**src/rtl/mmuap_pkg.sv**
```systemverilog
// Purpose: Shared constants and types of the access protection checker.
// Assumes: Register offsets are byte addresses on a 32-bit Wishbone bus.
// Notes: Zone fields use big-endian bit numbering, bit 0 is the MSB.
package mmuap_pkg;
    // ****************************************
    // Register map
    // ****************************************
    localparam logic [7:0] OFS_PID = 8'h00;
    localparam logic [7:0] OFS_ZPR = 8'h04;
    localparam logic [7:0] OFS_CTRL = 8'h08;
    localparam logic [7:0] OFS_STAT = 8'h0C;
    localparam logic [31:0] PID_RESET = 32'h0000_0000;
    localparam logic [31:0] ZPR_RESET = 32'h0000_0000;
    localparam logic [2:0] CTRL_RESET = 3'h0;
    localparam int PID_W = 8;
    localparam int CTRL_ITE_BIT = 0;
    localparam int CTRL_DTE_BIT = 1;
    localparam int CTRL_PROB_BIT = 2;
    localparam int CNT_W = 8;
    localparam int TBC_W = 7;

    // ****************************************
    // Zone encodings
    // ****************************************
    localparam logic [1:0] ZONE_DENY = 2'h0;
    localparam logic [1:0] ZONE_FULL = 2'h3;

    // ****************************************
    // Fetch error tag carried with a prefetched instruction
    // ****************************************
    localparam int TAG_PROT_BIT = 0;
    localparam int TAG_MISS_BIT = 1;

    // ****************************************
    // Data side operation kinds
    // ****************************************
    typedef enum logic [4:0] {
        OP_LOAD = 5'h00,
        OP_STORE = 5'h01,
        OP_BLK_ALLOC = 5'h02,
        OP_BLK_FLUSH = 5'h03,
        OP_BLK_INVAL = 5'h04,
        OP_BLK_STBACK = 5'h05,
        OP_TOUCH = 5'h06,
        OP_TOUCH_ST = 5'h07,
        OP_BLK_ZERO = 5'h08,
        OP_DC_CC_INVAL = 5'h09,
        OP_DC_READ = 5'h0A,
        OP_IC_BLK_INVAL = 5'h0B,
        OP_IC_TOUCH = 5'h0C,
        OP_IC_CC_INVAL = 5'h0D,
        OP_IC_READ = 5'h0E,
        OP_STR_LOAD = 5'h0F,
        OP_STR_STORE = 5'h10
    } mmuap_op_type;

    typedef struct packed {
        logic z_fault;
        logic z_noop;
        logic w_fault;
        logic w_noop;
        logic no_miss;
    } mmuap_attr_type;

    // Fault behaviour of each operation under a denying zone and under a
    // clear write permit.
    function automatic mmuap_attr_type op_attr(input mmuap_op_type op);
        mmuap_attr_type a;
        a = '{z_fault: 1'b0, z_noop: 1'b0, w_fault: 1'b0, w_noop: 1'b0,
              no_miss: 1'b0};
        unique case (op)
            OP_LOAD, OP_STR_LOAD, OP_BLK_FLUSH, OP_BLK_STBACK,
            OP_IC_BLK_INVAL: a.z_fault = 1'b1;
            OP_STORE, OP_STR_STORE, OP_BLK_ZERO:
            begin
                a.z_fault = 1'b1;
                a.w_fault = 1'b1;
            end
            OP_BLK_ALLOC:
            begin
                a.z_noop = 1'b1;
                a.w_noop = 1'b1;
            end
            OP_BLK_INVAL, OP_DC_CC_INVAL: a.w_fault = 1'b1;
            OP_TOUCH, OP_TOUCH_ST:
            begin
                a.z_noop = 1'b1;
                a.no_miss = 1'b1;
            end
            OP_IC_TOUCH: a.z_noop = 1'b1;
            OP_DC_READ, OP_IC_CC_INVAL, OP_IC_READ: a.z_fault = 1'b0;
            default: a.z_fault = 1'b0;
        endcase
        return a;
    endfunction
endpackage

```
**src/rtl/mmuap_check.sv**
```systemverilog
// Purpose: Access protection check for fetches, loads, stores and cache ops.
// Assumes: Core pipeline signals share sys_clk; Wishbone classic slave.
// Notes: Each check answers one cycle after its request.
//
// Summary of operation
// - Fetch checks only with instruction translation on, data checks with data.
// - Non-zero translation ID must equal the process ID low byte.
// - Zero translation ID matches every process; other checks still apply.
// - Fetch from non-executable page is tagged; executing it raises storage fault.
// - Tagged fetch that is discarded raises nothing.
// - Valid entry grants reads except under problem-state zone 00; writes follow write permit and zone.
// - Store without effective write permit raises data storage fault.
// - Four-bit zone select picks one of sixteen zone fields.
// - Zone n occupies big-endian bits 2n to 2n+1.
// - Problem state: 00 denies all, 01/10 use bits, 11 grants.
// - Supervisor state: 00/01 use bits, 10/11 grant execute and write.
// - Only problem-state zone 00 denies reads; supervisor loads with a qualified entry always pass.
// - Instruction block invalidate is checked as a load.
// - Under zone 00 only listed ops fault; allocate and touch become no-ops.
// - Under clear write permit only stores and data block invalidate, zero, congruence ops fault.
// - Block allocate becomes a no-op instead of faulting.
// - Touches become no-ops under zone 00; data touches never miss, instruction touch may.
// - Data congruence invalidate checks write permit on its operand.
// - Instruction congruence invalidate never faults but may miss.
// - String ops with zero count never fault or miss; store is no-op.
//
// The address map and the Wishbone slave port are this design's own decisions.
`timescale 1ns/1ps
`default_nettype none
module mmuap_check
(
    input wire logic sys_clk,
    input wire logic nrst,
    input wire logic wb_cyc_i,
    input wire logic wb_stb_i,
    input wire logic wb_we_i,
    input wire logic [7:0] wb_adr_i,
    input wire logic [31:0] wb_dat_i,
    input wire logic [3:0] wb_sel_i,
    output logic [31:0] wb_dat_o,
    output logic wb_ack_o,
    input wire logic fch_valid,
    input wire logic fch_hit,
    input wire logic [7:0] fch_tid,
    input wire logic fch_ex,
    input wire logic [3:0] fch_zone_select_field,
    output logic fch_done_r,
    output logic [1:0] fch_tag_r,
    input wire logic exe_valid,
    input wire logic [1:0] exe_tag,
    output logic isi_r,
    output logic itlb_miss_r,
    input wire logic dat_valid,
    input wire mmuap_pkg::mmuap_op_type dat_op,
    input wire logic dat_hit,
    input wire logic [7:0] dat_tid,
    input wire logic dat_wr,
    input wire logic [3:0] dat_zone_select_field,
    input wire logic [6:0] string_byte_count,
    output logic dat_done_r,
    output logic dat_allow_r,
    output logic dat_noop_r,
    output logic dsi_r,
    output logic dtlb_miss_r
);
    // ****************************************
    // Registers
    // ****************************************
    logic [31:0] process_id_reg_r;
    logic [31:0] zone_protection_reg_r;
    logic [2:0] ctrl_r;
    logic [mmuap_pkg::CNT_W-1:0] dsi_cnt_r;
    logic [mmuap_pkg::CNT_W-1:0] isi_cnt_r;
    logic [mmuap_pkg::CNT_W-1:0] miss_cnt_r;
    logic instr_translate_enable;
    logic data_translate_enable;
    logic problem_state_flag;
    logic wb_req;
    logic wb_wr;
    logic [31:0] rd_nxt;
    logic [31:0] pid_merge;

    assign instr_translate_enable = ctrl_r[mmuap_pkg::CTRL_ITE_BIT];
    assign data_translate_enable = ctrl_r[mmuap_pkg::CTRL_DTE_BIT];
    assign problem_state_flag = ctrl_r[mmuap_pkg::CTRL_PROB_BIT];
    assign wb_req = wb_cyc_i && wb_stb_i && !wb_ack_o;
    assign wb_wr = wb_req && wb_we_i;

    // Byte-lane merge shared by the process ID and zone protection registers.
    function automatic logic [31:0] lane_merge(input logic [31:0] old,
                                               input logic [31:0] din,
                                               input logic [3:0] sel);
        logic [31:0] r;
        r = old;
        for (int i = 0; i < 4; i++)
        begin
            if (sel[i])
            begin
                r[8*i +: 8] = din[8*i +: 8];
            end
        end
        return r;
    endfunction

    assign pid_merge = lane_merge(process_id_reg_r, wb_dat_i, wb_sel_i);

    // The ack lasts one cycle and masks the request while high, so a request held past its ack is taken again every second cycle.
    always_ff @(posedge sys_clk or negedge nrst)
    begin
        if (!nrst)
        begin
            wb_ack_o <= 1'b0;
        end
        else
        begin
            wb_ack_o <= wb_req;
        end
    end

    // Only the low byte of the process ID exists; the rest reads zero.
    always_ff @(posedge sys_clk or negedge nrst)
    begin
        if (!nrst)
        begin
            process_id_reg_r <= mmuap_pkg::PID_RESET;
        end
        else if (wb_wr && wb_adr_i == mmuap_pkg::OFS_PID)
        begin
            process_id_reg_r <= {24'h00_0000, pid_merge[7:0]};
        end
    end

    always_ff @(posedge sys_clk or negedge nrst)
    begin
        if (!nrst)
        begin
            zone_protection_reg_r <= mmuap_pkg::ZPR_RESET;
        end
        else if (wb_wr && wb_adr_i == mmuap_pkg::OFS_ZPR)
        begin
            zone_protection_reg_r <=
                lane_merge(zone_protection_reg_r, wb_dat_i, wb_sel_i);
        end
    end

    always_ff @(posedge sys_clk or negedge nrst)
    begin
        if (!nrst)
        begin
            ctrl_r <= mmuap_pkg::CTRL_RESET;
        end
        else if (wb_wr && wb_adr_i == mmuap_pkg::OFS_CTRL && wb_sel_i[0])
        begin
            ctrl_r <= wb_dat_i[2:0];
        end
    end

    // Unmapped addresses are acknowledged and read as zero.
    always_comb
    begin
        unique case (wb_adr_i)
            mmuap_pkg::OFS_PID: rd_nxt = process_id_reg_r;
            mmuap_pkg::OFS_ZPR: rd_nxt = zone_protection_reg_r;
            mmuap_pkg::OFS_CTRL: rd_nxt = {29'h0000_0000, ctrl_r};
            mmuap_pkg::OFS_STAT:
                rd_nxt = {8'h00, miss_cnt_r, isi_cnt_r, dsi_cnt_r};
            default: rd_nxt = 32'h0000_0000;
        endcase
    end

    always_ff @(posedge sys_clk or negedge nrst)
    begin
        if (!nrst)
        begin
            wb_dat_o <= 32'h0000_0000;
        end
        else if (wb_req)
        begin
            wb_dat_o <= wb_we_i ? 32'h0000_0000 : rd_nxt;
        end
    end

    // ****************************************
    // Fetch side
    // ****************************************
    logic f_entry_ok;
    logic f_deny;
    logic f_ex_ok;
    logic [1:0] f_tag;

    mmuap_id_match u_fid
    (
        .entry_hit(fch_hit),
        .translation_id_field(fch_tid),
        .process_id(process_id_reg_r[mmuap_pkg::PID_W-1:0]),
        .entry_ok(f_entry_ok)
    );

    mmuap_zone_perm u_fzone
    (
        .zone_protection_reg(zone_protection_reg_r),
        .zone_select_field(fch_zone_select_field),
        .problem_state_flag(problem_state_flag),
        .execute_permit_bit(fch_ex),
        .write_permit_bit(1'b0),
        .deny_all(f_deny),
        .ex_ok(f_ex_ok),
        .wr_ok()
    );

    always_comb
    begin
        f_tag = 2'h0;
        if (instr_translate_enable)
        begin
            if (!f_entry_ok)
            begin
                f_tag[mmuap_pkg::TAG_MISS_BIT] = 1'b1;
            end
            else if (f_deny || !f_ex_ok)
            begin
                f_tag[mmuap_pkg::TAG_PROT_BIT] = 1'b1;
            end
        end
    end

    // The tag rides with the instruction; faults wait for execution.
    always_ff @(posedge sys_clk or negedge nrst)
    begin
        if (!nrst)
        begin
            fch_done_r <= 1'b0;
            fch_tag_r <= 2'h0;
        end
        else
        begin
            fch_done_r <= fch_valid;
            fch_tag_r <= fch_valid ? f_tag : 2'h0;
        end
    end

    // A discarded instruction never shows up here, so it stays silent.
    always_ff @(posedge sys_clk or negedge nrst)
    begin
        if (!nrst)
        begin
            isi_r <= 1'b0;
            itlb_miss_r <= 1'b0;
        end
        else
        begin
            itlb_miss_r <= exe_valid && exe_tag[mmuap_pkg::TAG_MISS_BIT];
            isi_r <= exe_valid && !exe_tag[mmuap_pkg::TAG_MISS_BIT] &&
                     exe_tag[mmuap_pkg::TAG_PROT_BIT];
        end
    end

    // ****************************************
    // Data side
    // ****************************************
    logic d_entry_ok;
    logic d_deny;
    logic d_wr_ok;
    logic d_wr_bad;
    logic d_str;
    logic d_dsi;
    logic d_miss;
    logic d_noop;
    mmuap_pkg::mmuap_attr_type d_attr;

    mmuap_id_match u_did
    (
        .entry_hit(dat_hit),
        .translation_id_field(dat_tid),
        .process_id(process_id_reg_r[mmuap_pkg::PID_W-1:0]),
        .entry_ok(d_entry_ok)
    );

    mmuap_zone_perm u_dzone
    (
        .zone_protection_reg(zone_protection_reg_r),
        .zone_select_field(dat_zone_select_field),
        .problem_state_flag(problem_state_flag),
        .execute_permit_bit(1'b0),
        .write_permit_bit(dat_wr),
        .deny_all(d_deny),
        .ex_ok(),
        .wr_ok(d_wr_ok)
    );

    assign d_attr = mmuap_pkg::op_attr(dat_op);
    // A denying zone must not turn a set write permit into a write fault.
    assign d_wr_bad = d_deny ? !dat_wr : !d_wr_ok;
    assign d_str = dat_op == mmuap_pkg::OP_STR_LOAD ||
                   dat_op == mmuap_pkg::OP_STR_STORE;

    // Reads need only a qualified entry; deny only comes from the zone.
    always_comb
    begin
        d_dsi = 1'b0;
        d_miss = 1'b0;
        d_noop = 1'b0;
        if (d_str && string_byte_count == 7'h00)
        begin
            d_noop = dat_op == mmuap_pkg::OP_STR_STORE;
        end
        else if (data_translate_enable)
        begin
            if (!d_entry_ok)
            begin
                d_miss = !d_attr.no_miss;
                d_noop = d_attr.no_miss;
            end
            else
            begin
                d_dsi = (d_deny && d_attr.z_fault) ||
                        (d_wr_bad && d_attr.w_fault);
                d_noop = !d_dsi && ((d_deny && d_attr.z_noop) ||
                                    (d_wr_bad && d_attr.w_noop));
            end
        end
    end

    always_ff @(posedge sys_clk or negedge nrst)
    begin
        if (!nrst)
        begin
            dat_done_r <= 1'b0;
            dat_allow_r <= 1'b0;
            dat_noop_r <= 1'b0;
            dsi_r <= 1'b0;
            dtlb_miss_r <= 1'b0;
        end
        else
        begin
            dat_done_r <= dat_valid;
            dat_allow_r <= dat_valid && !d_dsi && !d_miss && !d_noop;
            dat_noop_r <= dat_valid && d_noop;
            dsi_r <= dat_valid && d_dsi;
            dtlb_miss_r <= dat_valid && d_miss;
        end
    end

    // Wrapping event counters give software a view of fault activity.
    always_ff @(posedge sys_clk or negedge nrst)
    begin
        if (!nrst)
        begin
            dsi_cnt_r <= '0;
            isi_cnt_r <= '0;
            miss_cnt_r <= '0;
        end
        else
        begin
            dsi_cnt_r <= dsi_cnt_r + CNT_ONE(dsi_r);
            isi_cnt_r <= isi_cnt_r + CNT_ONE(isi_r);
            miss_cnt_r <= miss_cnt_r + CNT_ONE(dtlb_miss_r || itlb_miss_r);
        end
    end

    function automatic logic [mmuap_pkg::CNT_W-1:0] CNT_ONE(input logic b);
        return {{(mmuap_pkg::CNT_W-1){1'b0}}, b};
    endfunction
endmodule
`default_nettype wire

```
**src/rtl/mmuap_zone_perm.sv**
```systemverilog
// Purpose: Effective execute and write permission of one page.
// Assumes: Inputs come from logic on the same clock.
// Notes: Purely combinational.
`timescale 1ns/1ps
`default_nettype none
module mmuap_zone_perm
(
    input wire logic [31:0] zone_protection_reg,
    input wire logic [3:0] zone_select_field,
    input wire logic problem_state_flag,
    input wire logic execute_permit_bit,
    input wire logic write_permit_bit,
    output logic deny_all,
    output logic ex_ok,
    output logic wr_ok
);
    logic [1:0] zone_field;
    logic grant;
    logic [4:0] msb_idx;

    // Zone n sits at big-endian bits 2n..2n+1.
    assign msb_idx = 5'(31 - 2 * int'(zone_select_field));
    assign zone_field = {zone_protection_reg[msb_idx],
                         zone_protection_reg[msb_idx - 5'h01]};
    assign deny_all = problem_state_flag && zone_field == mmuap_pkg::ZONE_DENY;
    assign grant = problem_state_flag ? zone_field == mmuap_pkg::ZONE_FULL
                                      : zone_field[1];
    assign ex_ok = !deny_all && (grant || execute_permit_bit);
    assign wr_ok = !deny_all && (grant || write_permit_bit);
endmodule
`default_nettype wire

```
**src/rtl/mmuap_id_match.sv**
```systemverilog
// Purpose: Qualify a translation entry against the current process ID.
// Assumes: Hit means a valid entry matched the effective address.
// Notes: Purely combinational.
`timescale 1ns/1ps
`default_nettype none
module mmuap_id_match
(
    input wire logic entry_hit,
    input wire logic [7:0] translation_id_field,
    input wire logic [7:0] process_id,
    output logic entry_ok
);
    // A zero ID is shared by all processes.
    assign entry_ok = entry_hit && (translation_id_field == 8'h00 ||
                                    translation_id_field == process_id);
endmodule
`default_nettype wire

```
**config.mk**
```make
export PLATFORM = sky130hd
export DESIGN_NAME = mmuap_check
export DESIGN_NICKNAME = d
export VERILOG_FILES = /design/src/rtl/mmuap_pkg.sv /design/src/rtl/mmuap_check.sv /design/src/rtl/mmuap_zone_perm.sv /design/src/rtl/mmuap_id_match.sv
export SDC_FILE = /design/constraint.sdc
export NUM_CORES = 1
export LEC_CHECK = 0
export BUFFER_PORTS_ARGS = -buffer_cell sky130_fd_sc_hd__buf_2
export CAP_MARGIN = 10
export CORE_MARGIN = 1.5
export CORE_UTILIZATION = 54
export CTS_BUF_LIST = sky130_fd_sc_hd__clkbuf_4 sky130_fd_sc_hd__clkbuf_8 sky130_fd_sc_hd__clkbuf_16
export DETAILED_ROUTE_END_ITERATION = 10
export GPL_TIMING_DRIVEN = 1
export PLACE_DENSITY = 0.9
export SYNTH_ARGS = -nofsm -noshare
export SYNTH_HDL_FRONTEND = slang
export SYNTH_HIERARCHICAL = 1
export SYNTH_SLANG_ARGS = --single-unit
```
**constraint.sdc**
```tcl
create_clock -name sys_clk -period 2.7 [get_ports sys_clk]
set_input_delay 0.405 -clock sys_clk [delete_from_list [all_inputs] [get_ports sys_clk]]
set_output_delay 0.405 -clock sys_clk [all_outputs]
set_load 0.01 [all_outputs]
```
# [Word level (Yosys, flattened, before mapping)]
# Cells that the tools add are included.
[totals] elab_cells=148 ff_bits=110
[classes] order_cmp=4 n_addsub=7 muxes=32 reduce_logical=65 n_eq_ne=20
[ops] operator="$pmux 32 s4" count=1
[ops] operator="$mux 32" count=1
[ops] operator="$logic_and 1x1->1" count=28
[ops] operator="$eq 5x4->1 const B" count=5
[ops] operator="$add 8x1->8" count=3
[ops] operator="$logic_not 8->1" count=3
[ops] operator="$lt 5x6->1 const B" count=4
[ops] operator="$mux 1" count=24
[ops] operator="$bmux 1 s5" count=4
[ops] operator="$eq 5x3->1 const B" count=4
[ops] operator="$eq 8x4->1 const B" count=2
[ops] operator="$eq 8x8->1" count=2
[ops] operator="$logic_not 1->1" count=12
[ops] operator="$eq 5x2->1 const B" count=2
[ops] operator="$reduce_and 2->1" count=5
[ops] operator="$sub 5x1->5 const B" count=2
[ops] operator="$sub 5x5->5 const A" count=2
[ops] operator="$logic_or 1x1->1" count=9
[ops] operator="$eq 8x3->1 const B" count=1
[ops] operator="$reduce_or 8->1" count=1
[ops] operator="$logic_not 7->1" count=1
[ops] operator="$eq 5x1->1 const B" count=1
[ops] operator="$eq 5x5->1 const B" count=1
[ops] operator="$logic_not 5->1" count=1
[ops] operator="other kinds (6)" count=9

# [Logic depth before layout (Yosys ltp)]
# Gate-level depths: netlist (run 1).
[depth] word_depth=19 depth_mapped=10 ltp_nobuf=9

# [Cells and area by module]
# Netlist (run 1), hierarchy kept.
[modules_own_cells] module="mmuap_check" area_per_inst_um2=4683.2 seq_area_each_um2=2752.6 n_inst=1 cells_each=384
[modules_own_cells] module="mmuap_zone_perm" area_per_inst_um2=302.8 seq_area_each_um2=0.0 n_inst=2 cells_each=23
[modules_own_cells] module="mmuap_id_match" area_per_inst_um2=108.9 seq_area_each_um2=0.0 n_inst=2 cells_each=14

# [Worst setup path after synthesis (run 1)]
# Ideal clock, no wire load.
[synth_timing] path_kind="input-to-reg" startpoint="input port dat_zone_select_field[0]" endpoint="register dsi_r" cell_stages=9 arrival_ns=2.394 n_path_buf=1 path_slack_ns=0.239 path_cell_list="buf_6 > mux4_2 > mux4_2 > nor2_1 > nor2b_1 > o21ai_0 > a211o_1 > o21ai_0 > and3_1"
[synth_between] elab_chain_len=16 elab_cells_between_ends=22
[synth_lines] item="from (decl)" line_no="mmuap_check.sv:58" source="input wire logic [3:0] dat_zone_select_field,"
[synth_lines] item="$sub 5x5->5 *" line_no="mmuap_zone_perm.sv:22" source="assign msb_idx = 5'(31 - 2 * int'(zone_select_field));"
[synth_lines] item="$sub 5x1->5" line_no="mmuap_zone_perm.sv:24" source="zone_protection_reg[msb_idx - 5'h01]};"
[synth_lines] item="$bmux 1 s5" line_no="mmuap_zone_perm.sv:24"
[synth_lines] item="$mux 1 (implied by the code)" line_no="mmuap_zone_perm.sv:24"
[synth_lines] item="$logic_not 2->1 *" line_no="mmuap_zone_perm.sv:25" source="assign deny_all = problem_state_flag && zone_field == mmuap_pkg::ZONE_DENY;"
[synth_lines] item="$logic_and 1x1->1 *" line_no="mmuap_zone_perm.sv:25"
[synth_lines] item="net d_deny" line_no="mmuap_check.sv:262" source="logic d_deny;"
[synth_lines] item="$logic_not 1->1"
[synth_lines] item="$logic_and 1x1->1" line_no="mmuap_zone_perm.sv:29" source="assign wr_ok = !deny_all && (grant || write_permit_bit);"
[synth_lines] item="$logic_not 1->1" line_no="mmuap_check.sv:293" source="assign d_wr_bad = d_deny ? !dat_wr : !d_wr_ok;"
[synth_lines] item="$mux 1" line_no="mmuap_check.sv:293"
[synth_lines] item="$logic_and 1x1->1" line_no="mmuap_check.sv:317" source="(d_wr_bad && d_attr.w_fault);"
[synth_lines] item="$logic_or 1x1->1 *" line_no="mmuap_check.sv:316" source="d_dsi = (d_deny && d_attr.z_fault) ||"
[synth_lines] item="$mux 1 *" line_no="mmuap_check.sv:309" source="if (!d_entry_ok)"
[synth_lines] item="$mux 1 *" line_no="mmuap_check.sv:307" source="else if (data_translate_enable)"
[synth_lines] item="$mux 1 *" line_no="mmuap_check.sv:303" source="if (d_str && string_byte_count == 7'h00)"
[synth_lines] item="$logic_and 1x1->1 *" line_no="mmuap_check.sv:339" source="dsi_r <= dat_valid && d_dsi;"
[synth_lines] item="to (signal assigned)" line_no="mmuap_check.sv:339"
[synth_lines] item="to (decl)" line_no="mmuap_check.sv:63" source="output logic dsi_r,"
# Mark *: on every way through the listed nets, which the timed path passes. The rest lies on a longest branch. The select of a mux whose other input is x is not followed.
# A chain may end at the register's enable or synchronous reset.

# [Worst setup path after layout (run 1)]
[layout_timing] startpoint="register zone_protection_reg_r[30]" endpoint="register dsi_r"
[layout_between] elab_chain_len=14 elab_cells_between_ends=20
[layout_lines] item="from (decl)" line_no="mmuap_check.sv:70" source="logic [31:0] zone_protection_reg_r;"
[layout_lines] item="from (signal assigned)" line_no="mmuap_check.sv:137" source="zone_protection_reg_r <= mmuap_pkg::ZPR_RESET;"
[layout_lines] item="from (signal assigned)" line_no="mmuap_check.sv:141" source="zone_protection_reg_r <="
[layout_lines] item="$bmux 1 s5, on equally long branches" line_no="mmuap_zone_perm.sv:24, mmuap_zone_perm.sv:23"
[layout_lines] item="$mux 1, on equally long branches" line_no="mmuap_zone_perm.sv:24, mmuap_zone_perm.sv:23"
[layout_lines] item="$eq 2x2->1 or $logic_not 2->1 (tied branches)" line_no="mmuap_zone_perm.sv:26, mmuap_zone_perm.sv:25"
[layout_lines] item="$mux 1 or $logic_and 1x1->1 (tied branches)" line_no="mmuap_zone_perm.sv:26, mmuap_zone_perm.sv:25"
[layout_lines] item="$logic_or 1x1->1 or $logic_not 1->1 (tied branches)"
[layout_lines] item="$logic_and 1x1->1 *" line_no="mmuap_zone_perm.sv:29"
[layout_lines] item="net d_wr_ok" line_no="mmuap_check.sv:263" source="logic d_wr_ok;"
[layout_lines] item="$logic_not 1->1 *" line_no="mmuap_check.sv:293"
[layout_lines] item="$mux 1 *" line_no="mmuap_check.sv:293"
[layout_lines] item="$logic_and 1x1->1 *" line_no="mmuap_check.sv:317"
[layout_lines] item="$logic_or 1x1->1 *" line_no="mmuap_check.sv:316"
[layout_lines] item="$mux 1 *" line_no="mmuap_check.sv:309"
[layout_lines] item="$mux 1 *" line_no="mmuap_check.sv:307"
[layout_lines] item="$mux 1 *" line_no="mmuap_check.sv:303"
[layout_lines] item="$logic_and 1x1->1 *" line_no="mmuap_check.sv:339"
# Marked as above.

==> summary.md, run 1 <==
| Metric | Value |
|---|---|
| DRC violations left | 0 |
| Mapped Cells | 455 |
| CP startpoint kind | flip-flop |
| Slew Limit Headroom | 50.1% |
| Clk_skew | 14.7 ps |
| Avg Synthesized Cell Area | 12.1 um2 |
| Largest net degree at the start of global routing | 61 |
| Mapped Area | 0.00548 mm2 |
| Total track usage | 26.3% |
| Commonest non-fill, non-tap cells in the layout | buf_2 (135), dfrtp_1 (110), nand2_1 (47), mux2_2 (43), o21ai_0 (24) |
| R2r setup slk | 180 ps |
| IO Count | 137 |
| Final Hold Vio Count | 0 |
| Ratio of cells with drive above 1 in the final layout | 38.3% |
| CP Cell Sequence | and2b_2 -> a2111oi_0 -> o311ai_2 -> maj3_1 -> inv_1 -> a22oi_1 -> o21ai_0 -> and3_1 |
| Crit end category | flip-flop |
| DRT Pass-1 Iters | 5 |
| Total core area | 0.00982 mm2 |
| Leakage | 3.34 nW |
| CTS tree | built |
| R2r worst-path depth | 8 |
| Clock transition at path regs | 100 ps |
| Max-slew violation count | 0 |
| Syn-to-layout area delta | 18.3% |
| Minimum clock period | 2520 ps |
| Slowest stage cell, crit path | a2111oi_0 |
| Via density | 5.95 |
| Yosys warnings | 6 |
| Hold WC Path Type | primary input to async pin |
| Most common cell after layout, fill and taps aside | buf_2 |
| Layout Nets | 691 |
| WL final | 13600 um |
| Die Ht | 104 um |
| Pwr Density | 467 mW/mm2 |
| Max incr delay on CP | 620 ps |
| VDD IR-drop max | 0.000396 V |
| Fmax | 397 MHz |
| CTS root buffer | clkbuf_8 |
| Setup Viol. Count Final | 0 |
| Top Family by Delay on Critical Path | compound AO/OA/AOI/OAI gates |
| # diodes | 0 |
| Cell area after layout | 0.00649 mm2 |
| Number of global-route vias before repair | 4322 |
| Dpl hpwl | 10300 um |
| Crit path required time | 3010 ps |
| Cell Rows | 36 |
| CTS Sinks | 110 |
| Pre-CTS setup slack | -53.7 ps |
| Ratio of final minimum period to clock period | 93.2% |
| Initial antenna violation count | 0 |
| H-tree depth reported by CTS | 3 |
| Max FO, Critical Path | 4 |
| Reg2Reg Capture Point | dsi_r |
| Setup WS post-layout | 184 ps |
| DR vias | 4328 |
| Routability cong. | 0.895 |
| Setup Buffers After CTS | 0 |
| Die Width | 104 um |
| DR WL/cell | 18.6 um |
| Post-route ant nets | 0 |
| Placed inst area | 0.00631 mm2 |
| Initial Util | 55.8% |
| Clock Latency Late Sink | 380 ps |
| Num CTS Buffers | 9 |
| Max Buffers Root-to-Sink | 2 |
| Area of the die | 0.0108 mm2 |
| Initial DRC Count | 319 |
| Syn nets | 555 |
| Max-cap violations | 0 |
| CP Data Arrival Time | 2830 ps |
| Worst Path Buf+Inv | 1 |
| Worst Setup Path Type | flip-flop to flip-flop |
| Critical R2R Launch | zone_protection_reg_r[30] |
| Port Buffers | 136 |
| First-pass GRT wire length | 22200 um |
| Run status | complete, no violations |
| Hold_ws | 83.0 ps |
| Congestion Overflow GR | 0 |
| Worst slew pin tran | 749 ps |
worst register-to-register path, stage by stage (launching register included):
cell       delay [ps]
dfrtp_1           430
and2b_2           200
a2111oi_0         620
o311ai_2          180
maj3_1            420
inv_1              70
a22oi_1            70
o21ai_0           260
and3_1            200
per-layer routing:
layer | track usage (%) | wire [um]
met1 | 33.9 | 5500
met2 | 44.7 | 6810
met3 | 4.28 | 853
met4 | 10.6 | 411
met5 | 0 | 0
report_power, final:
part           switching [W]  internal, W  total, W
combinational       0.000168     0.000141  0.000309
clock               0.000545     0.000358  0.000903
sequential         0.0000899      0.00173   0.00182
state kept, by name, indices dropped and copies added, names as in the netlist:
register and count:
zone_protection_reg_r 32, itlb_miss_r 1, isi_r 1, wb_ack_o 1, fch_done_r 1, fch_tag_r 2
dsi_r 1, isi_cnt_r 8, process_id_reg_r 8, dtlb_miss_r 1, dsi_cnt_r 8, miss_cnt_r 8
dat_done_r 1, dat_noop_r 1, wb_dat_o 32, ctrl_r 3, dat_allow_r 1
timing repair:
| item | in CTS | in global routing |
|---|---|---|
| endpoints found under the setup margin | 0 | 1 |
| gates resized for setup | 0 | 1 |
| hold buffers | 0 | 0 |
worst max-delay path by stage:
stage                                    from    end  slack (ps)  depth (start not counted)
floorplan            dat_zone_select_field[0]  dsi_r         260                          9
global placement     dat_zone_select_field[0]  dsi_r          50                          8
detailed placement   dat_zone_select_field[0]  dsi_r         -50                          8
CTS                 zone_protection_reg_r[20]  dsi_r         230                          9
global route        zone_protection_reg_r[30]  dsi_r          -3                          8
finish              zone_protection_reg_r[30]  dsi_r         180                          8
stage by stage:
step	setup TNS (ps)	util, %	instances	total power (W)
final	0	66.1	728	0.00303
after global routing	-3.09	66.1	728	0.00314
after CTS	0	66.0	728	0.00304
after detailed placement	-86.8	64.2	713	0.00216
after global placement	0	64.2	713	0.00213
after floorplan	0	-	455	0.00198
final cells by class:
cell class,instances,area [um2]
Clock inverter,4,32.5
Timing Repair Buffer,143,748
Inverter,7,26.3
Clock buffer,11,139
Multi-Input combinational cell,320,2620
Fill cell,746,3330
Tap cell,133,166
Sequential cell,110,2750
No activity file was read; power rests on OpenSTA's default activity.
==> inputs of run 2 (changes only) <==
- CTS_BUF_LIST: sky130_fd_sc_hd__clkbuf_4 sky130_fd_sc_hd__clkbuf_8 sky130_fd_sc_hd__clkbuf_16 -> unset
==> summary.md, run 2 (synthesis gave the netlist of run 1 again) <==
| Metric | Value |
|---|---|
| Clock transition at path regs | 100 ps |
| Max-slew violation count | 0 |
| Setup Buffers After CTS | 0 |
| DRT Pass-1 Iters | 5 |
| Setup WS post-layout | 98.0 ps |
| Hold WC Path Type | primary input to async pin |
| Initial antenna violation count | 0 |
| Cell Rows | 36 |
| IO Count | 137 |
| Minimum clock period | 2600 ps |
| CP Cell Sequence | and2b_2 -> a2111oi_0 -> o311ai_2 -> maj3_1 -> inv_1 -> a22oi_1 -> o21ai_0 -> and3_1 |
| Initial DRC Count | 307 |
| Pre-CTS setup slack | -53.7 ps |
| Crit end category | flip-flop |
| Slowest stage cell, crit path | a2111oi_0 |
| Leakage | 3.34 nW |
| Ratio of final minimum period to clock period | 96.4% |
| DRC violations left | 0 |
| Clk_skew | 13.9 ps |
| Slew Limit Headroom | 48.8% |
| Die Ht | 104 um |
| Most common cell after layout, fill and taps aside | buf_2 |
| CTS Sinks | 110 |
| Total track usage | 26.3% |
| Max FO, Critical Path | 4 |
| DR WL/cell | 18.7 um |
| Number of global-route vias before repair | 4343 |
| Area of the die | 0.0108 mm2 |
| CP startpoint kind | flip-flop |
| Max-cap violations | 0 |
| Via density | 6.00 |
| Top Family by Delay on Critical Path | compound AO/OA/AOI/OAI gates |
| RSZ-0062 raised after global routing | no |
| Worst Path Buf+Inv | 1 |
| Final Hold Vio Count | 0 |
| Worst slew pin tran | 749 ps |
| DR vias | 4370 |
| Fmax | 384 MHz |
| Num CTS Buffers | 9 |
| CTS tree | built |
| Worst Setup Path Type | flip-flop to flip-flop |
| Congestion Overflow GR | 0 |
| Layout Nets | 691 |
| WL final | 13600 um |
| Clock Latency Late Sink | 380 ps |
| H-tree depth reported by CTS | 3 |
| Syn-to-layout area delta | 18.2% |
| First-pass GRT wire length | 22200 um |
| Max Buffers Root-to-Sink | 2 |
| Cts hold-fix bufs | 0 |
| Crit path required time | 3010 ps |
| Setup Viol. Count Final | 0 |
| Dpl hpwl | 10300 um |
| Biggest regs | wb_dat_o x32, zone_protection_reg_r x32 |
| Ratio of cells with drive above 1 in the final layout | 38.0% |
| VDD IR-drop max | 0.000402 V |
| # diodes | 0 |
| Total core area | 0.00982 mm2 |
| CP Data Arrival Time | 2910 ps |
| Die Width | 104 um |
| Run status | complete, no violations |
| Initial Util | 55.8% |
| Routability cong. | 0.895 |
| Largest net degree at the start of global routing | 61 |
| Commonest non-fill, non-tap cells in the layout | buf_2 (135), dfrtp_1 (110), nand2_1 (47), mux2_2 (43), o21ai_0 (24) |
| Pwr Density | 465 mW/mm2 |
| CTS root buffer | clkbuf_8 |
| Fillers | 753 |
| Max incr delay on CP | 680 ps |
| Hold_ws | 85.3 ps |
| Port Buffers | 136 |
| Post-route ant nets | 0 |
## run 2: layer usage
| metal | share of wire, % | wire, um | vias up | track usage [%] |
|---|---|---|---|---|
| met5 | 0 | 0 | - | 0 |
| met4 | 3.2 | 431 | 0 | 11.0 |
| met2 | 50 | 6780 | 218 | 44.6 |
| met3 | 7.0 | 959 | 40 | 4.91 |
| li1 | - | - | 1956 | - |
| met1 | 40 | 5430 | 2156 | 33.4 |
## run 2: area by class of cell
cell class | count | area [um2] | area share [%]
Inverter | 7 | 26.3 | 0.406
Multi-Input combinational cell | 320 | 2620 | 40.5
Sequential cell | 110 | 2750 | 42.5
Clock inverter | 4 | 32.5 | 0.502
Clock buffer | 11 | 131 | 2.03
Timing Repair Buffer | 143 | 748 | 11.5
Tap cell | 133 | 166 | 2.57
## run 2: worst reg2reg max path, cell delays in order, from the launching register on
cell	delay, ps
dfrtp_1	430
and2b_2	200
a2111oi_0	680
o311ai_2	200
maj3_1	430
inv_1	70
a22oi_1	70
o21ai_0	270
and3_1	200
## run 2: through the flow
step	setup TNS [ps]	instance area [um2]	cells	total power (W)	utilization (%)
5_1_grt	0	6480	728	0.00313	66.0
6_report	0	6480	728	0.00301	66.0
3_3_place_gp	0	6310	713	0.00213	64.2
3_5_place_dp	-86.8	6310	713	0.00216	64.2
4_1_cts	0	6470	728	0.00302	65.9
2_1_floorplan	0	5480	455	0.00198	-
## run 2: what timing repair did
item | 4_1_cts | 5_1_grt
gates resized for setup | 0 | 1
endpoints found under the hold margin | 0 | 0
endpoints found under the setup margin | 0 | 1
## run 2: power breakdown
part           switching, W  leakage (nW)  internal [W]
registers         0.0000897          1.51       0.00173
logic              0.000169          1.75      0.000141
clock network      0.000546        0.0764      0.000338
total              0.000804          3.34       0.00221
## run 2: final timing paths
path	startpoint	to	slack, ps	cells past startpoint
worst min register to register	wb_dat_o[27]	wb_dat_o[27]	470	2
min in group sys_clk	fch_valid	fch_done_r	150	1
worst max register to register	zone_protection_reg_r[30]	dsi_r	100	8
worst max-delay path	zone_protection_reg_r[30]	dsi_r	100	8
max in group asynchronous	nrst	zone_protection_reg_r[21]	1870	2
worst min-delay path	nrst	wb_dat_o[24]	90	1
==> inputs of run 3 (changes only) <==
- PLACE_DENSITY: 0.9 -> 0.81
- REMOVE_ABC_BUFFERS: unset -> 1
==> summary.md, run 3 (synthesis gave the netlist of run 1 again) <==
| Metric | Value |
|---|---|
| Run status | complete, no violations |
| Worst Path Buf+Inv | 1 |
| Worst setup startpoint | zone_protection_reg_r[17] |
| Layout Nets | 691 |
| Fmax | 401 MHz |
| Number of global-route vias before repair | 4457 |
| Fillers | 810 |
| Ratio of cells with drive above 1 in the final layout | 37.9% |
| Die Ht | 104 um |
| Via density | 5.98 |
| Cell area after layout | 0.00652 mm2 |
| VDD IR-drop max | 0.000368 V |
| DR vias | 4356 |
| Initial Util | 55.8% |
| DRC violations left | 0 |
| First-pass GRT wire length | 23000 um |
| Port Buffers | 136 |
| Max Buffers Root-to-Sink | 2 |
| Routability cong. | 0.910 |
| IO Count | 137 |
| Max FO, Critical Path | 4 |
| Clk_skew | 14.8 ps |
| DRT Pass-1 Iters | 5 |
| Num CTS Buffers | 9 |
| Congestion Overflow GR | 0 |
| Pwr Density | 491 mW/mm2 |
| Post-CTS resize count | 0 |
| H-tree depth reported by CTS | 3 |
| CP Cell Sequence | mux4_2 -> mux4_2 -> maj3_1 -> inv_1 -> a22oi_1 -> o21ai_0 -> and3_1 |
| Setup Viol. Count Final | 0 |
| Placed inst area | 0.00631 mm2 |
| Largest net degree at the start of global routing | 63 |
| Max-cap violations | 0 |
| Slew Limit Headroom | 47.5% |
| Worst slew pin tran | 787 ps |
| RSZ-0062 raised after global routing | no |
| Total core area | 0.00982 mm2 |
| Initial DRC Count | 297 |
| Total track usage | 27.5% |
| Clock Latency Late Sink | 380 ps |
| Hold WC Path Type | primary input to async pin |
| Clock transition at path regs | 100 ps |
| Ratio of final minimum period to clock period | 92.4% |
| CP startpoint kind | flip-flop |
| Final core utilization | 66.4% |
| Worst Setup Path Type | flip-flop to flip-flop |
| Crit end category | flip-flop |
| Dpl hpwl | 10500 um |
| Cts hold-fix bufs | 0 |
| Minimum clock period | 2500 ps |
| Slowest stage cell, crit path | mux4_2 |
| Leakage | 3.37 nW |
| Final Hold Vio Count | 0 |
| Crit path required time | 3020 ps |
| # diodes | 0 |
| CTS Sinks | 110 |
| Cell Rows | 36 |
| Die Width | 104 um |
| Critical R2R Launch | zone_protection_reg_r[17] |
| Syn-to-layout area delta | 18.9% |
| Setup Buffers After CTS | 0 |
| Max incr delay on CP | 520 ps |
| Commonest non-fill, non-tap cells in the layout | buf_2 (135), dfrtp_1 (110), nand2_1 (47), mux2_2 (43), o21ai_0 (24) |
| Initial antenna violation count | 1 |
| CTS tree | built |
| CP Data Arrival Time | 2810 ps |
| WL final | 13800 um |
| Max-slew violation count | 0 |
| Post-route ant nets | 0 |
| Most common cell after layout, fill and taps aside | buf_2 |
| Cell mode on critical path | mux4_2 |
| Biggest regs | wb_dat_o x32, zone_protection_reg_r x32 |
| Area of the die | 0.0108 mm2 |
| CTS root buffer | clkbuf_8 |
| Top Family by Delay on Critical Path | multiplexers |
| DR WL/cell | 19.0 um |
==> run 3: cell types whose count changed in the layout (fill, tap and decap cells not counted) <==
cell	change
clkinv_4	+1
o311ai_1	+1
o311ai_2	-1
bufinv_16	+2
clkinvlp_4	-2
clkinv_2	+1
inv_6	-1
==> run 3: final timing paths <==
| check | endpoint | slack [ps] | cells past startpoint |
|---|---|---|---|
| min reg2reg | wb_dat_o[25] | 480 | 2 |
| max | dsi_r | 200 | 7 |
| max reg2reg | dsi_r | 200 | 7 |
| max in group asynchronous | zone_protection_reg_r[25] | 1890 | 2 |
| min | wb_dat_o[4] | 90 | 1 |
| min in group sys_clk | fch_done_r | 160 | 1 |
==> run 3: layer usage <==
metal | track usage (%) | wire length (um) | vias to the layer above
li1 | - | - | 1955
met1 | 35.5 | 5540 | 2097
met2 | 44.9 | 6570 | 246
met3 | 6.61 | 1160 | 56
met4 | 11.5 | 543 | 2
met5 | 0 | 10 | -
==> run 3: final cells by class <==
class	count	area [um2]	area share [%]
clock inverters	5	82.6	1.27
flip-flops and latches	110	2750	42.2
multi-input cells	320	2610	40.1
inverters	7	26.3	0.403
repair buffers	143	748	11.5
well taps	133	166	2.55
clock buffers	11	131	2.01
==> run 3: stage by stage <==
stage | std cells | setup TNS (ps) | worst slack (ps) | hold slack (ps) | power, W
6_report | 729 | 0 | 205 | 92.1 | 0.00320
5_1_grt | 729 | 0 | 67.1 | 142 | 0.00336
4_1_cts | 729 | 0 | 254 | 122 | 0.00323
3_5_place_dp | 713 | -79.5 | -51.1 | 457 | 0.00216
3_3_place_gp | 713 | 0 | 63.5 | 446 | 0.00213
2_1_floorplan | 437 | 0 | 416 | 109 | 0.00195
==> run 3: where the power goes <==
part           total [W]  switching (W)  leakage, nW  internal [W]
logic           0.000306       0.000166         1.75      0.000140
clock network    0.00108       0.000551        0.108      0.000527
registers        0.00182      0.0000911         1.51       0.00173
